[config.mk]
export PLATFORM = sky130hd
export DESIGN_NAME = misc_regs
export DESIGN_NICKNAME = d
export VERILOG_FILES = /design/src/pmic_regs_pkg.sv /design/src/misc_regs.sv
export SDC_FILE = /design/constraint.sdc
export NUM_CORES = 1
export LEC_CHECK = 0
export ABC_AREA = 0
export BUFFER_PORTS_ARGS = -buffer_cell sky130_fd_sc_hd__clkbuf_2
export CAP_MARGIN = 30
export CORE_ASPECT_RATIO = 0.6
export CORE_MARGIN = 5
export CORE_UTILIZATION = 48
export DETAILED_ROUTE_END_ITERATION = 8
export GPL_ROUTABILITY_DRIVEN = 0
export PLACE_DENSITY = 0.87
export SLEW_MARGIN = 15
export SYNTH_ARGS = -nofsm -noshare
export SYNTH_HDL_FRONTEND = slang
export SYNTH_SLANG_ARGS = --single-unit
[constraint.sdc]
create_clock -name mclk -period 2.5 [get_ports mclk]
set_input_delay 0.5 -clock mclk [delete_from_list [all_inputs] [get_ports mclk]]
set_output_delay 0.5 -clock mclk [all_outputs]
set_load 0.05 [all_outputs]
[src/pmic_regs_pkg.sv]
// Register map, field layout and reset values of the interrupt, coin charger and buck one bank.
package pmic_regs_pkg;

  // Register indices; the byte address of each is four times its index.
  localparam logic [7:0] IDX_MISC_IRQ_STATUS = 8'h28;
  localparam logic [7:0] IDX_MISC_IRQ_MASK = 8'h29;
  localparam logic [7:0] IDX_MISC_IRQ_SENSE = 8'h2a;
  localparam logic [7:0] IDX_COIN_CHARGER_CONTROL = 8'h30;
  localparam logic [7:0] IDX_BUCK_ONE_RUN_VOLTAGE = 8'h32;
  localparam logic [7:0] IDX_BUCK_ONE_STANDBY_VOLTAGE = 8'h33;
  localparam logic [7:0] IDX_BUCK_ONE_SLEEP_VOLTAGE = 8'h34;
  localparam logic [7:0] IDX_BUCK_ONE_CONTROL = 8'h35;
  localparam logic [7:0] IDX_NONE = 8'hff;

  // Event bit positions, shared by the status, mask and sense registers.
  localparam int EVENT_COUNT = 5;
  localparam int POS_POWERUP = 0;
  localparam int POS_POWERDOWN = 1;
  localparam int POS_BUTTON = 2;
  localparam int POS_LOW_RAIL = 3;
  localparam int POS_OVERVOLT = 4;

  // Field layout of the charger and buck registers.
  localparam int COIN_VOLT_LSB = 0;
  localparam int COIN_VOLT_WIDTH = 4;
  localparam int COIN_ENABLE_POS = 4;
  localparam int BUCK_CODE_LSB = 0;
  localparam int BUCK_CODE_WIDTH = 6;
  localparam int BUCK_RUN_ENABLE_POS = 0;

  // Reset values.
  localparam logic [4:0] MASK_RESET = 5'h1f;
  localparam logic [4:0] STATUS_RESET = 5'h00;
  localparam logic [4:0] SENSE_RESET = 5'h00;
  localparam logic [3:0] COIN_VOLT_RESET = 4'h0;
  localparam logic COIN_ENABLE_RESET = 1'b0;
  localparam logic [5:0] BUCK_CODE_RESET = 6'h00;
  localparam logic BUCK_RUN_ENABLE_RESET = 1'b0;

  // Power modes that pick the buck one voltage code.
  typedef enum logic [1:0] {
    MODE_RUN,
    MODE_STANDBY,
    MODE_SLEEP
  } power_mode_t;

endpackage : pmic_regs_pkg

[src/misc_regs.sv]
// Interrupt mask and sense, coin charger and buck one registers behind an AHB-Lite slave.
//
// Local design decision: the AHB-Lite register port.
`timescale 1ns/10ps
module misc_regs (
  // Clock and reset.
  input wire logic mclk,
  input wire logic reset,
  // AHB-Lite slave.
  input wire logic hsel,
  input wire logic [31:0] haddr,
  input wire logic [1:0] htrans,
  input wire logic hwrite,
  input wire logic [2:0] hsize,
  input wire logic [31:0] hwdata,
  input wire logic hready,
  output logic [31:0] hrdata,
  output logic hreadyout,
  output logic hresp,
  // Event sources.
  input wire logic powerup_in_progress,
  input wire logic powerdown_in_progress,
  input wire logic power_button_input,
  input wire logic low_rail_level,
  input wire logic rail_overvolt_level,
  // Fuse preload values.
  input wire logic [5:0] fuse_run_code,
  input wire logic fuse_run_enable,
  // Current power mode.
  input wire pmic_regs_pkg::power_mode_t power_mode,
  // Interrupt pin, open drain.
  output logic irq_out_n,
  output logic irq_oe_n,
  // Regulator controls.
  output logic [3:0] coin_charge_voltage,
  output logic coin_charge_enable,
  output logic [5:0] buck_one_code,
  output logic buck_one_run_enable
);
  import pmic_regs_pkg::*;

  // Turns a byte address into a register index; an address above 0x3ff or not word aligned gives IDX_NONE.
  function automatic logic [7:0] reg_index(input logic [31:0] addr);
    logic [7:0] idx;
    idx = addr[9:2];
    if (addr[31:10] != 22'h000000 || addr[1:0] != 2'h0) begin
      idx = IDX_NONE;
    end
    return idx;
  endfunction : reg_index

  logic [4:0] mask_q, mask_d;
  logic [4:0] flag_q, flag_d;
  logic [4:0] sense_q, sense_d;
  logic [3:0] coin_volt_q, coin_volt_d;
  logic coin_en_q, coin_en_d;
  logic [5:0] run_q, run_d;
  logic [5:0] stby_q, stby_d;
  logic [5:0] slp_q, slp_d;
  logic run_en_q, run_en_d;
  logic load_q, load_d;
  logic wr_pend_q, wr_pend_d;
  logic [7:0] wr_idx_q, wr_idx_d;
  logic [31:0] hrdata_q, hrdata_d;
  logic irq_n_q, irq_n_d;
  logic [5:0] code_q, code_d;
  logic ready_q, ready_d;
  logic resp_q, resp_d;
  logic addr_phase;
  logic [7:0] cur_idx;
  logic [7:0] wdata;
  logic [4:0] events;
  logic [4:0] write_clear;
  logic [4:0] read_clear;
  logic [4:0] level_in;

  always_comb begin
    addr_phase = hsel && htrans[1] && hready;
    cur_idx = reg_index(haddr);
    wdata = hwdata[7:0];
    wr_pend_d = addr_phase && hwrite && (cur_idx != IDX_NONE);
    wr_idx_d = wr_pend_d ? cur_idx : IDX_NONE;
    load_d = 1'b0;

    level_in = {rail_overvolt_level, low_rail_level, power_button_input,
                powerdown_in_progress, powerup_in_progress};
    sense_d = level_in;
    // The sense bits follow their sources only; bus writes never reach them.

    // Completion is the end of a transition; rail events fire on entering the fault band.
    events[POS_POWERUP] = sense_q[POS_POWERUP] && !powerup_in_progress;
    events[POS_POWERDOWN] = sense_q[POS_POWERDOWN] && !powerdown_in_progress;
    events[POS_BUTTON] = sense_q[POS_BUTTON] != power_button_input;
    events[POS_LOW_RAIL] = !sense_q[POS_LOW_RAIL] && low_rail_level;
    events[POS_OVERVOLT] = !sense_q[POS_OVERVOLT] && rail_overvolt_level;

    write_clear = 5'h00;
    if (wr_pend_q && wr_idx_q == IDX_MISC_IRQ_STATUS) begin
      write_clear = wdata[4:0];
    end
    read_clear = 5'h00;
    if (addr_phase && !hwrite && cur_idx == IDX_MISC_IRQ_STATUS) begin
      read_clear = 5'h1f;
    end
    // A new event wins over a clear in the same cycle, so none is lost.
    flag_d = (flag_q & ~(write_clear | read_clear)) | events;

    mask_d = mask_q;
    coin_volt_d = coin_volt_q;
    coin_en_d = coin_en_q;
    run_d = run_q;
    stby_d = stby_q;
    slp_d = slp_q;
    run_en_d = run_en_q;
    if (load_q) begin
      run_d = fuse_run_code;
      stby_d = fuse_run_code;
      slp_d = fuse_run_code;
      run_en_d = fuse_run_enable;
    end else if (wr_pend_q) begin
      case (wr_idx_q)
        IDX_MISC_IRQ_MASK: mask_d = wdata[4:0];
        IDX_COIN_CHARGER_CONTROL: begin
          coin_volt_d = wdata[COIN_VOLT_LSB +: COIN_VOLT_WIDTH];
          coin_en_d = wdata[COIN_ENABLE_POS];
        end
        IDX_BUCK_ONE_RUN_VOLTAGE: run_d = wdata[BUCK_CODE_LSB +: BUCK_CODE_WIDTH];
        IDX_BUCK_ONE_STANDBY_VOLTAGE: stby_d = wdata[BUCK_CODE_LSB +: BUCK_CODE_WIDTH];
        IDX_BUCK_ONE_SLEEP_VOLTAGE: slp_d = wdata[BUCK_CODE_LSB +: BUCK_CODE_WIDTH];
        IDX_BUCK_ONE_CONTROL: run_en_d = wdata[BUCK_RUN_ENABLE_POS];
        default: mask_d = mask_q;
      endcase
    end

    // Read data is built from the next values, and status from the flags less a pending write clear, so that a write in its data phase is seen at once.
    hrdata_d = 32'h00000000;
    if (addr_phase && !hwrite) begin
      case (cur_idx)
        IDX_MISC_IRQ_STATUS: hrdata_d[4:0] = flag_q & ~write_clear;
        IDX_MISC_IRQ_MASK: hrdata_d[4:0] = mask_d;
        IDX_MISC_IRQ_SENSE: hrdata_d[4:0] = sense_d;
        IDX_COIN_CHARGER_CONTROL: hrdata_d[4:0] = {coin_en_d, coin_volt_d};
        IDX_BUCK_ONE_RUN_VOLTAGE: hrdata_d[5:0] = run_d;
        IDX_BUCK_ONE_STANDBY_VOLTAGE: hrdata_d[5:0] = stby_d;
        IDX_BUCK_ONE_SLEEP_VOLTAGE: hrdata_d[5:0] = slp_d;
        IDX_BUCK_ONE_CONTROL: hrdata_d[0] = run_en_d;
        default: hrdata_d = 32'h00000000;
      endcase
    end

    // Bus answers are registered like every other output; the slave has no wait state.
    ready_d = 1'b1;
    resp_d = 1'b0;

    irq_n_d = ~|(flag_d & ~mask_d);

    case (power_mode)
      MODE_RUN: code_d = run_d;
      MODE_STANDBY: code_d = stby_d;
      MODE_SLEEP: code_d = slp_d;
      default: code_d = run_d;
    endcase
  end

  // The mask comes up masked even before the clock runs; the interrupt pin comes from irq_n_q, which reset sets high only at a clock edge.
  always_ff @(posedge mclk or posedge reset) begin
    if (reset) begin
      mask_q <= MASK_RESET;
    end else begin
      mask_q <= mask_d;
    end
  end

  always_ff @(posedge mclk) begin
    if (reset) begin
      flag_q <= STATUS_RESET;
      sense_q <= SENSE_RESET;
      coin_volt_q <= COIN_VOLT_RESET;
      coin_en_q <= COIN_ENABLE_RESET;
      run_q <= BUCK_CODE_RESET;
      stby_q <= BUCK_CODE_RESET;
      slp_q <= BUCK_CODE_RESET;
      run_en_q <= BUCK_RUN_ENABLE_RESET;
      load_q <= 1'b1;
      wr_pend_q <= 1'b0;
      wr_idx_q <= IDX_NONE;
      hrdata_q <= 32'h00000000;
      irq_n_q <= 1'b1;
      code_q <= BUCK_CODE_RESET;
      ready_q <= 1'b1;
      resp_q <= 1'b0;
    end else begin
      flag_q <= flag_d;
      sense_q <= sense_d;
      coin_volt_q <= coin_volt_d;
      coin_en_q <= coin_en_d;
      run_q <= run_d;
      stby_q <= stby_d;
      slp_q <= slp_d;
      run_en_q <= run_en_d;
      load_q <= load_d;
      wr_pend_q <= wr_pend_d;
      wr_idx_q <= wr_idx_d;
      hrdata_q <= hrdata_d;
      irq_n_q <= irq_n_d;
      code_q <= code_d;
      ready_q <= ready_d;
      resp_q <= resp_d;
    end
  end

  // The slave never stretches a transfer and never reports an error.
  assign hrdata = hrdata_q;
  assign hreadyout = ready_q;
  assign hresp = resp_q;

  assign irq_out_n = irq_n_q;
  assign irq_oe_n = irq_n_q;
  assign coin_charge_voltage = coin_volt_q;
  assign coin_charge_enable = coin_en_q;
  assign buck_one_code = code_q;
  assign buck_one_run_enable = run_en_q;
endmodule : misc_regs

**Yosys cells after proc, flatten, opt, wreduce, memory -nomap -nowiden**

Cells that the tools add are included.

- Flip-flop bits (word level): 88
- Word-level logic and storage cells: 97
- Input bits: 88
- Output and inout port bits: 48

- Muxes and demuxes: 29
- Reduce and logical (&&, ||, !) cells: 23
- Bitwise operators: 10
- Equal/unequal tests: 19

Operators with widths:

| kind | number |
|---|---|
| $eq A8 B6 Y1 const B | 15 |
| $mux W6 | 9 |
| $pmux W4 S7 | 1 |
| $mux W5 | 5 |
| $reduce_bool A22 Y1 | 1 |
| $and A5 B5 Y5 | 3 |
| $not A5 Y5 | 3 |
| $mux W4 | 3 |
| $pmux W6 S2 | 1 |
| $logic_and A1 B1 Y1 | 11 |
| $or A5 B5 Y5 | 2 |
| $mux W8 | 1 |
| $ne A8 B8 Y1 const B | 1 |
| $pmux W1 S8 | 1 |
| $mux W1 | 7 |
| $logic_not A1 Y1 | 6 |
| $reduce_or A5 Y1 | 1 |
| $reduce_or A2 Y1 | 2 |
| $pmux W1 S3 | 1 |
| $eq A2 B1 Y1 const B | 1 |
| $eq A2 B2 Y1 const B | 1 |
| $not A1 Y1 | 2 |
| $reduce_bool A2 Y1 | 1 |
| $logic_or A1 B1 Y1 | 1 |
| $ne A1 B1 Y1 | 1 |

**Logic depth before layout (Yosys ltp)**

Gate-level depths: netlist of the first run.

- Word-level depth: 13
- Gate-level depth with buffers: 8
- Gate-level depth less buffers: 6

**Worst setup path before layout of the first run**

Ideal clock, no wire load.

- Path type: input port to flip-flop
- Start: in haddr[29]
- End: reg hrdata_q[2], in the netlist hrdata[2]
- Cell stages on the path: 6
- Data required time: 2.423 ns
- Setup time: 0.077 ns
- Arrival time: 2.234 ns
- Path buffers: 0
- Path slack: 0.189 ns
- Cell sequence: nor4_2 -> nand4_2 -> or4_1 -> or3_4 -> or2_0 -> a41oi_2

- Word-level cells in the longest chain between the ends: 5
- Elaborated cells on any way between the ends: 11
- Classes of those cells: eq/ne (7); mux (2); reduce/logical (2)

RTL lines:

| element | line | text |
|---|---|---|
| start: declaration | misc_regs.sv:11 | `input wire logic [31:0] haddr,` |
| $reduce_bool A22 Y1 * | misc_regs.sv:46 | `if (addr[31:10] != 22'h000000 \|\| addr[1:0] != 2'h0) begin` |
| $logic_or A1 B1 Y1 * | misc_regs.sv:46 |  |
| $mux W8 * | misc_regs.sv:46 |  |
| $eq A8 B6 Y1 | misc_regs.sv:138 | `case (cur_idx)` |
| $pmux W4 S7 * | misc_regs.sv:138 |  |
| end signal: assignment | misc_regs.sv:204 | `hrdata_q <= hrdata_d;` |
| end: declaration | misc_regs.sv:64 | `logic [31:0] hrdata_q, hrdata_d;` |

Mark *: on every way between the ends. The rest lies on a longest branch, timed or not.
A chain may end at the register's enable or synchronous reset.

**Worst setup path after layout of the first run**

- Start: reg wr_idx_q[6]
- End: reg hrdata_q[0], in the netlist hrdata[0]

- Word-level cells in the longest chain between the ends: 6
- Elaborated cells on any way between the ends: 30
- Classes of those cells: eq/ne (7); mux (20); bitwise (2); reduce/logical (1)

RTL lines:

| element | line | text |
|---|---|---|
| start: declaration | misc_regs.sv:63 | `logic [7:0] wr_idx_q, wr_idx_d;` |
| start signal: assignment | misc_regs.sv:203 | `wr_idx_q <= wr_idx_d;` |
| $eq A8 B6 Y1 | misc_regs.sv:98 | `if (wr_pend_q && wr_idx_q == IDX_MISC_IRQ_STATUS) begin` |
| $logic_and A1 B1 Y1 | misc_regs.sv:98 |  |
| $mux W5 | misc_regs.sv:98 |  |
| $not A5 Y5 | misc_regs.sv:139 | `IDX_MISC_IRQ_STATUS: hrdata_d[4:0] = flag_q & ~write_clear;` |
| $and A5 B5 Y5 | misc_regs.sv:139 |  |
| $pmux W1 S8 * | misc_regs.sv:138 |  |

Marked as above.

==> run metrics, run 1 <==
Period minus WS final 2.348 ns; synth unique cells 55; Num CTS Buffers 9; clk root buf clkbuf_8; power density over cell area 619.0 nW/um^2; main combinational cell family by area after synthesis simple AND/OR/NAND/NOR gates; Maximum Capacitance Violations 0; htree depth 3; Setup Fix Bufs, Post-CTS 0; Antenna Cells 0; Max clock buf depth 2; most frequent cells in the layout clkbuf_2 (77), dfxtp_1 (57), nor2_1 (32), nand2_1 (32), conb_1 (28); crit start category flip-flop; Post-synth ARST share 0.08065; maximum vdd drop 0.3973 mV; post-route clock skew 0.006703 ns; worst slew pin tran 0.7758 ns; layout cells sized above 1 0.2802; Achievable Freq 425.9 MHz; Area growth syn-to-layout 21.28%; CTS tree built; Critical Path Sink Type flip-flop; placed insts 535; Main synth FF type dfxtp_1; final setup vio count 0; dpl hpwl 6.972 mm; clock sinks 62; global-route wire length before repair 13.98 mm; DIE WIDTH 115.8 um; PortBufs 77; max incr delay on CP 0.51 ns; Final nets 549; synth warn 0; most common cell after layout, fill and taps aside clkbuf_2; GR Util All Layers 0.2132; post-synthesis simple-gate area fraction 0.2462; initial antenna violation count 0; Worst Setup Path Type reg -> reg; Overflow after GRT 0; Mapped Area 3222 um^2; Worst-path clk slew 0.07 ns; vias in the first global route 2933; Vias 3029; crit-path max FO 9; I/O pins 136; Routed Antenna Nets 0; Slew HR 0.4762; slowest library cell on the worst path nor3_1; largest net degree at the start of global routing 32; R2R cell count 7; number of DRC markers in iteration 0 305; fin cells 551; P_leak 1.702 nW; Via-to-Cell Ratio 5.497; Pre-Repair DR Iteration Count 6; flops & latches, synth 62; FF+latch area 1272 um^2; RSZ-0062 raised after global routing no; die area 8504 um^2; core area 6590 um^2; xor/xnor share of the synthesized area 0.002718; HP Class in -> reg; area of the multi-input gates 1685 um^2; Die H 73.46 um; clk_lat worst skew 0.34 ns; Hold Path Depth 2; outcome complete, no violations; final core utilization 0.5929; Hold-fix buffers, CTS 0; Avg Cell Area, Syn 8.708 um^2; Initial Util 0.4889; num rows 23; Detailed Route WL 8.865 mm; routed length per instance 16.09 um; number of fill cells 585; Worst EP required 2.73 ns; period utilization 0.9391; proportion of synthesized area in mux cells 0.05126; Synth Area in Compound Gates 0.1810; Post-synth EDFFs 0; DRC 0; synthesized-area fraction occupied by adder cells 0.007767; share of the yosys chip area belonging to registers 0.3950; Hold Fails Final Rpt 0; Slew Viols, Final 0; Cells after Synth 370; Worst Path Arrival 2.57 ns; crit path cell chain nand4bb_1, nor3_1, buf_4, nand2_1, o311ai_0, o221ai_1, o311a_1
[synthesized netlist by cell type (3+ instances only)]
library cell | instances | area share
or4_1 | 4 | 0.0093
buf_4 | 29 | 0.068
nor4_2 | 5 | 0.019
dfxtp_1 | 57 | 0.35
nor4_1 | 4 | 0.0078
nand4_1 | 3 | 0.0058
dfstp_2 | 5 | 0.041
nor2_1 | 32 | 0.037
nand3_1 | 6 | 0.0093
nor2b_1 | 7 | 0.014
and3_1 | 4 | 0.0078
o41ai_1 | 3 | 0.0082
nand2b_1 | 16 | 0.031
mux2_2 | 4 | 0.014
o311a_1 | 3 | 0.0093
inv_1 | 22 | 0.026
clkbuf_1 | 14 | 0.016
a21oi_1 | 6 | 0.0093
o21ai_0 | 13 | 0.020
nand4bb_1 | 3 | 0.010
and2_1 | 8 | 0.016
o22a_1 | 6 | 0.016
o221ai_1 | 5 | 0.014
a31oi_1 | 3 | 0.0058
o22ai_1 | 4 | 0.0078
o21a_1 | 4 | 0.0093
nor3_1 | 9 | 0.014
nand2_1 | 32 | 0.037
o311ai_0 | 13 | 0.035
mux2i_1 | 12 | 0.037
[cell families (layout without fill, tap and decap cells)]
family	Yosys count	after routing
AO/OA/AOI/OAI	76	76
XOR/XNOR	1	1
adder cells (fa/ha/maj)	2	2
buffers and inverters	68	136
flip-flops	62	62
multiplexers	16	16
other	2	28
AND/OR/NAND/NOR	143	143
[power by group]
group / internal, mW / switching [mW]
sequential: 1.04 / 0.0168
combinational: 0.117 / 0.285
clock: 0.586 / 0.375
[state kept, by name (all words and copies together) (netlist names)]
signal and flops:
buck_one_code 6, buck_one_run_enable 1, coin_charge_enable 1, coin_charge_voltage 4, flag_q 5, hrdata 6
irq_oe_n 1, load_q 1, mask_q 5, run_q 6, sense_q 5, slp_q 6
stby_q 6, wr_idx_q 8, wr_pend_q 1
[worst max-delay path: cells and delay by family (launching register included)]
family	cells	cell delay [ns]
simple gates	3	0.89
compound gates	3	0.76
flops	1	0.32
buf+inv	1	0.27
[layout make-up]
cell class / instances / share of cell area
Timing Repair Buffer: 98 / 0.1390
Tap cell: 87 / 0.02786
Multi-Input combinational cell: 266 / 0.4313
Clock inverter: 4 / 0.01793
Sequential cell: 62 / 0.3256
Inverter: 22 / 0.02113
Clock buffer: 12 / 0.03714
[stage by stage]
| stage | cell area (um^2) | total power, mW | hold slack (ns) | setup WS [ns] | TNS (ns) |
|---|---|---|---|---|---|
| floorplan | 3319 | 1.390 | 0.5277 | 0.1893 | 0 |
| global placement | 3687 | 1.462 | 0.5154 | 0.01585 | 0 |
| detailed placement | 3687 | 1.474 | 0.5402 | -0.03587 | -0.03587 |
| CTS | 3902 | 2.436 | 0.3699 | 0.05636 | 0 |
| global route | 3908 | 2.531 | 0.3756 | 0.02068 | 0 |
| finish | 3908 | 2.419 | 0.3849 | 0.1522 | 0 |
[worst paths after layout]
| kind | from | end | slack [ns] |
|---|---|---|---|
| worst min-delay path | haddr[7] | wr_idx_q[5]$_SDFF_PP1_ | 0.38 |
| worst max register to register | wr_idx_q[6]$_SDFF_PP1_ | hrdata[0]$_SDFF_PP0_ | 0.15 |
| worst min register to register | coin_charge_voltage[2]$_SDFF_PP0_ | coin_charge_voltage[2]$_SDFF_PP0_ | 0.55 |
| worst max-delay path | wr_idx_q[6]$_SDFF_PP1_ | hrdata[0]$_SDFF_PP0_ | 0.15 |
| max in group asynchronous | reset | mask_q[3]$_DFF_PP1_ | 1.61 |
| min in group asynchronous | reset | mask_q[4]$_DFF_PP1_ | 0.86 |
[metal layers]
layer	share of wire	track usage	up-vias	wire length, um
met3	0.12	0.06831	9	1020
met4	0.0089	0.05019	0	79
met2	0.44	0.3327	171	3883
met1	0.44	0.2890	1397	3881
met5	0	0	-	0
li1	-	-	1452	-
[repair_timing]
item | 4_1_cts | 5_1_grt
resized for setup | 0 | 1
hold endpoints to repair | 0 | 0
setup endpoints to repair | 0 | 3
(Power assumes the default switching activity.)
==> inputs of run 2 (changes only) <==
- MAX_ROUTING_LAYER: default -> met4
==> run 2 against run 1 <==
Compared with the run above:
- power about the same
- non-clock buffer count unchanged
- utilization unchanged
- global-route usage up 0.60 points
- sequential power about the same
- sequential cell count unchanged
- via count up 1.3%
- die area unchanged
- hold slack better by 0.0023 ns
- final area unchanged
- highest routed layer unchanged
==> run metrics, run 2 (same netlist as run 1, synthesis figures left out) <==
Via-to-Cell Ratio 5.570 (+1.3%); Post-DP Area 3687 um^2 (unchanged); outcome complete, no violations; I/O pins 136 (unchanged); Detailed Route WL 8.859 mm (about the same); Period minus WS final 2.355 ns (+0.006767 ns); Max clock buf depth 2 (unchanged); Antenna Cells 0 (unchanged); Pre-Repair DR Iteration Count 6 (unchanged); core area 6590 um^2 (unchanged); WHS 0.3872 ns (+0.002322 ns); crit-path max FO 5 (-4); Area growth syn-to-layout 21.28% (unchanged); most common cell after layout, fill and taps aside clkbuf_2; CTS tree built; number of DRC markers in iteration 0 243 (-20%); most frequent cells in the layout clkbuf_2 (77), dfxtp_1 (57), nor2_1 (32), nand2_1 (32), conb_1 (28); Finished Cell Area 3908 um^2 (unchanged); Slew HR 0.4831 (+0.006923); htree depth 3 (unchanged); Critical Path Sink Type flip-flop; Routed Antenna Nets 0 (unchanged); Num CTS Buffers 9 (unchanged); HP Class in -> reg; most flop-heavy register wr_idx_q; area of the multi-input gates 1685 um^2 (unchanged); global-route wire length before repair 13.99 mm (about the same); Final nets 549 (unchanged); crit path cell chain or4bb_1, nor3_2, mux2_2, o21a_1, a221oi_1, a211oi_1; Hold-fix buffers, CTS 0 (unchanged); worst slew pin tran 0.7656 ns (-0.01025 ns); clk root buf clkbuf_8; largest net degree at the start of global routing 32 (unchanged); Slew Viols, Final 0 (unchanged); clock sinks 62 (unchanged); RSZ-0062 raised after global routing no; initial antenna violation count 0 (unchanged); Worst-path clk slew 0.07 ns (about the same); Overflow after GRT 0 (unchanged); power density over cell area 619.2 nW/um^2 (about the same); routed length per instance 16.08 um (about the same); Final TNS setup 0 ns (unchanged); crit start category flip-flop; Achievable Freq 424.7 MHz (-0.29%); post-route clock skew 0.008059 ns (+0.001356 ns); Initial Util 0.4889 (unchanged); Worst path top cell family by delay simple AND/OR/NAND/NOR gates; GR Util All Layers 0.2192 (+0.005984); PortBufs 77 (unchanged); vias in the first global route 2932 (-0.034%); num rows 23 (unchanged); dpl hpwl 6.972 mm (unchanged); number of fill cells 585 (unchanged); FF+latch area 1272 um^2 (unchanged); clk_lat worst skew 0.34 ns (about the same); Worst Setup Path Type reg -> reg; number of flip-flops in the largest register 8 (unchanged); DRC 0 (unchanged); Maximum Capacitance Violations 0 (unchanged); layout cells sized above 1 0.2802 (unchanged); die area 8504 um^2 (unchanged); Worst Path Arrival 2.57 ns (about the same); Vias 3069 (+1.3%); maximum vdd drop 0.4006 mV (+0.84%); period utilization 0.9418 (+0.002707); final setup vio count 0 (unchanged); P_leak 1.702 nW (unchanged); max incr delay on CP 0.55 ns (+0.04 ns); DIE WIDTH 115.8 um (unchanged); slowest library cell on the worst path or4bb_1; Die H 73.46 um (unchanged); Worst EP required 2.71 ns (-0.02 ns); Hold Fails Final Rpt 0 (unchanged); Buf/Inv on CP 0 (-1)
-- run 2: worst paths after layout --
check,from,to,slack (ns),depth (start not counted)
max in group asynchronous,reset,mask_q[3]$_DFF_PP1_,1.61,3
max reg2reg,wr_idx_q[1]$_SDFF_PP1_,buck_one_code[5]$_SDFF_PP0_,0.15,6
max,wr_idx_q[1]$_SDFF_PP1_,buck_one_code[5]$_SDFF_PP0_,0.15,6
min,haddr[7],wr_idx_q[5]$_SDFF_PP1_,0.39,2
min in group asynchronous,reset,mask_q[4]$_DFF_PP1_,0.86,3
min reg2reg,coin_charge_voltage[2]$_SDFF_PP0_,coin_charge_voltage[2]$_SDFF_PP0_,0.56,2
-- run 2: layer usage --
metal,vias up,GRT usage,routed length [um]
met5,-,-,0
met4,0,0.05792,99
met3,15,0.05761,970
met2,189,0.3314,3884
met1,1412,0.2925,3904
li1,1453,-,-
-- run 2: worst register-to-register path, stage by stage, from the launching register on --
cell and delay [ns]:
dfxtp_1 0.39, or4bb_1 0.55, nor3_2 0.28, mux2_2 0.39, o21a_1 0.19, a221oi_1 0.35
a211oi_1 0.08
-- run 2: metrics by stage --
stage          total power [mW]  instances  utilization  setup slack (ns)
6_report                  2.419        551       0.5929            0.1454
4_1_cts                   2.436        551       0.5922           0.05636
3_5_place_dp              1.474        535       0.5595          -0.03587
2_1_floorplan             1.390        396            -            0.1893
3_3_place_gp              1.462        535       0.5595           0.01585
5_1_grt                   2.528        551       0.5929           0.02083
-- run 2: where the power goes --
| group | switching (mW) | internal (mW) | leakage, nW |
|---|---|---|---|
| clock | 0.376 | 0.586 | 0.110 |
| sequential | 0.0166 | 1.04 | 0.522 |
| combinational | 0.284 | 0.117 | 1.07 |
-- run 2: what timing repair did --
| action | in CTS | in global routing |
|---|---|---|
| endpoints found under the setup margin | 0 | 3 |
| gates resized for setup | 0 | 1 |
| setup buffers | 0 | 0 |
-- run 2: final cells by class --
cell class / instances / share of cell area
multi-input combinational: 266 / 0.4313
sequential: 62 / 0.3256
timing repair buffer: 98 / 0.1390
clock buffer: 12 / 0.03714
tap: 87 / 0.02786
inverter: 22 / 0.02113
clock inverter: 4 / 0.01793
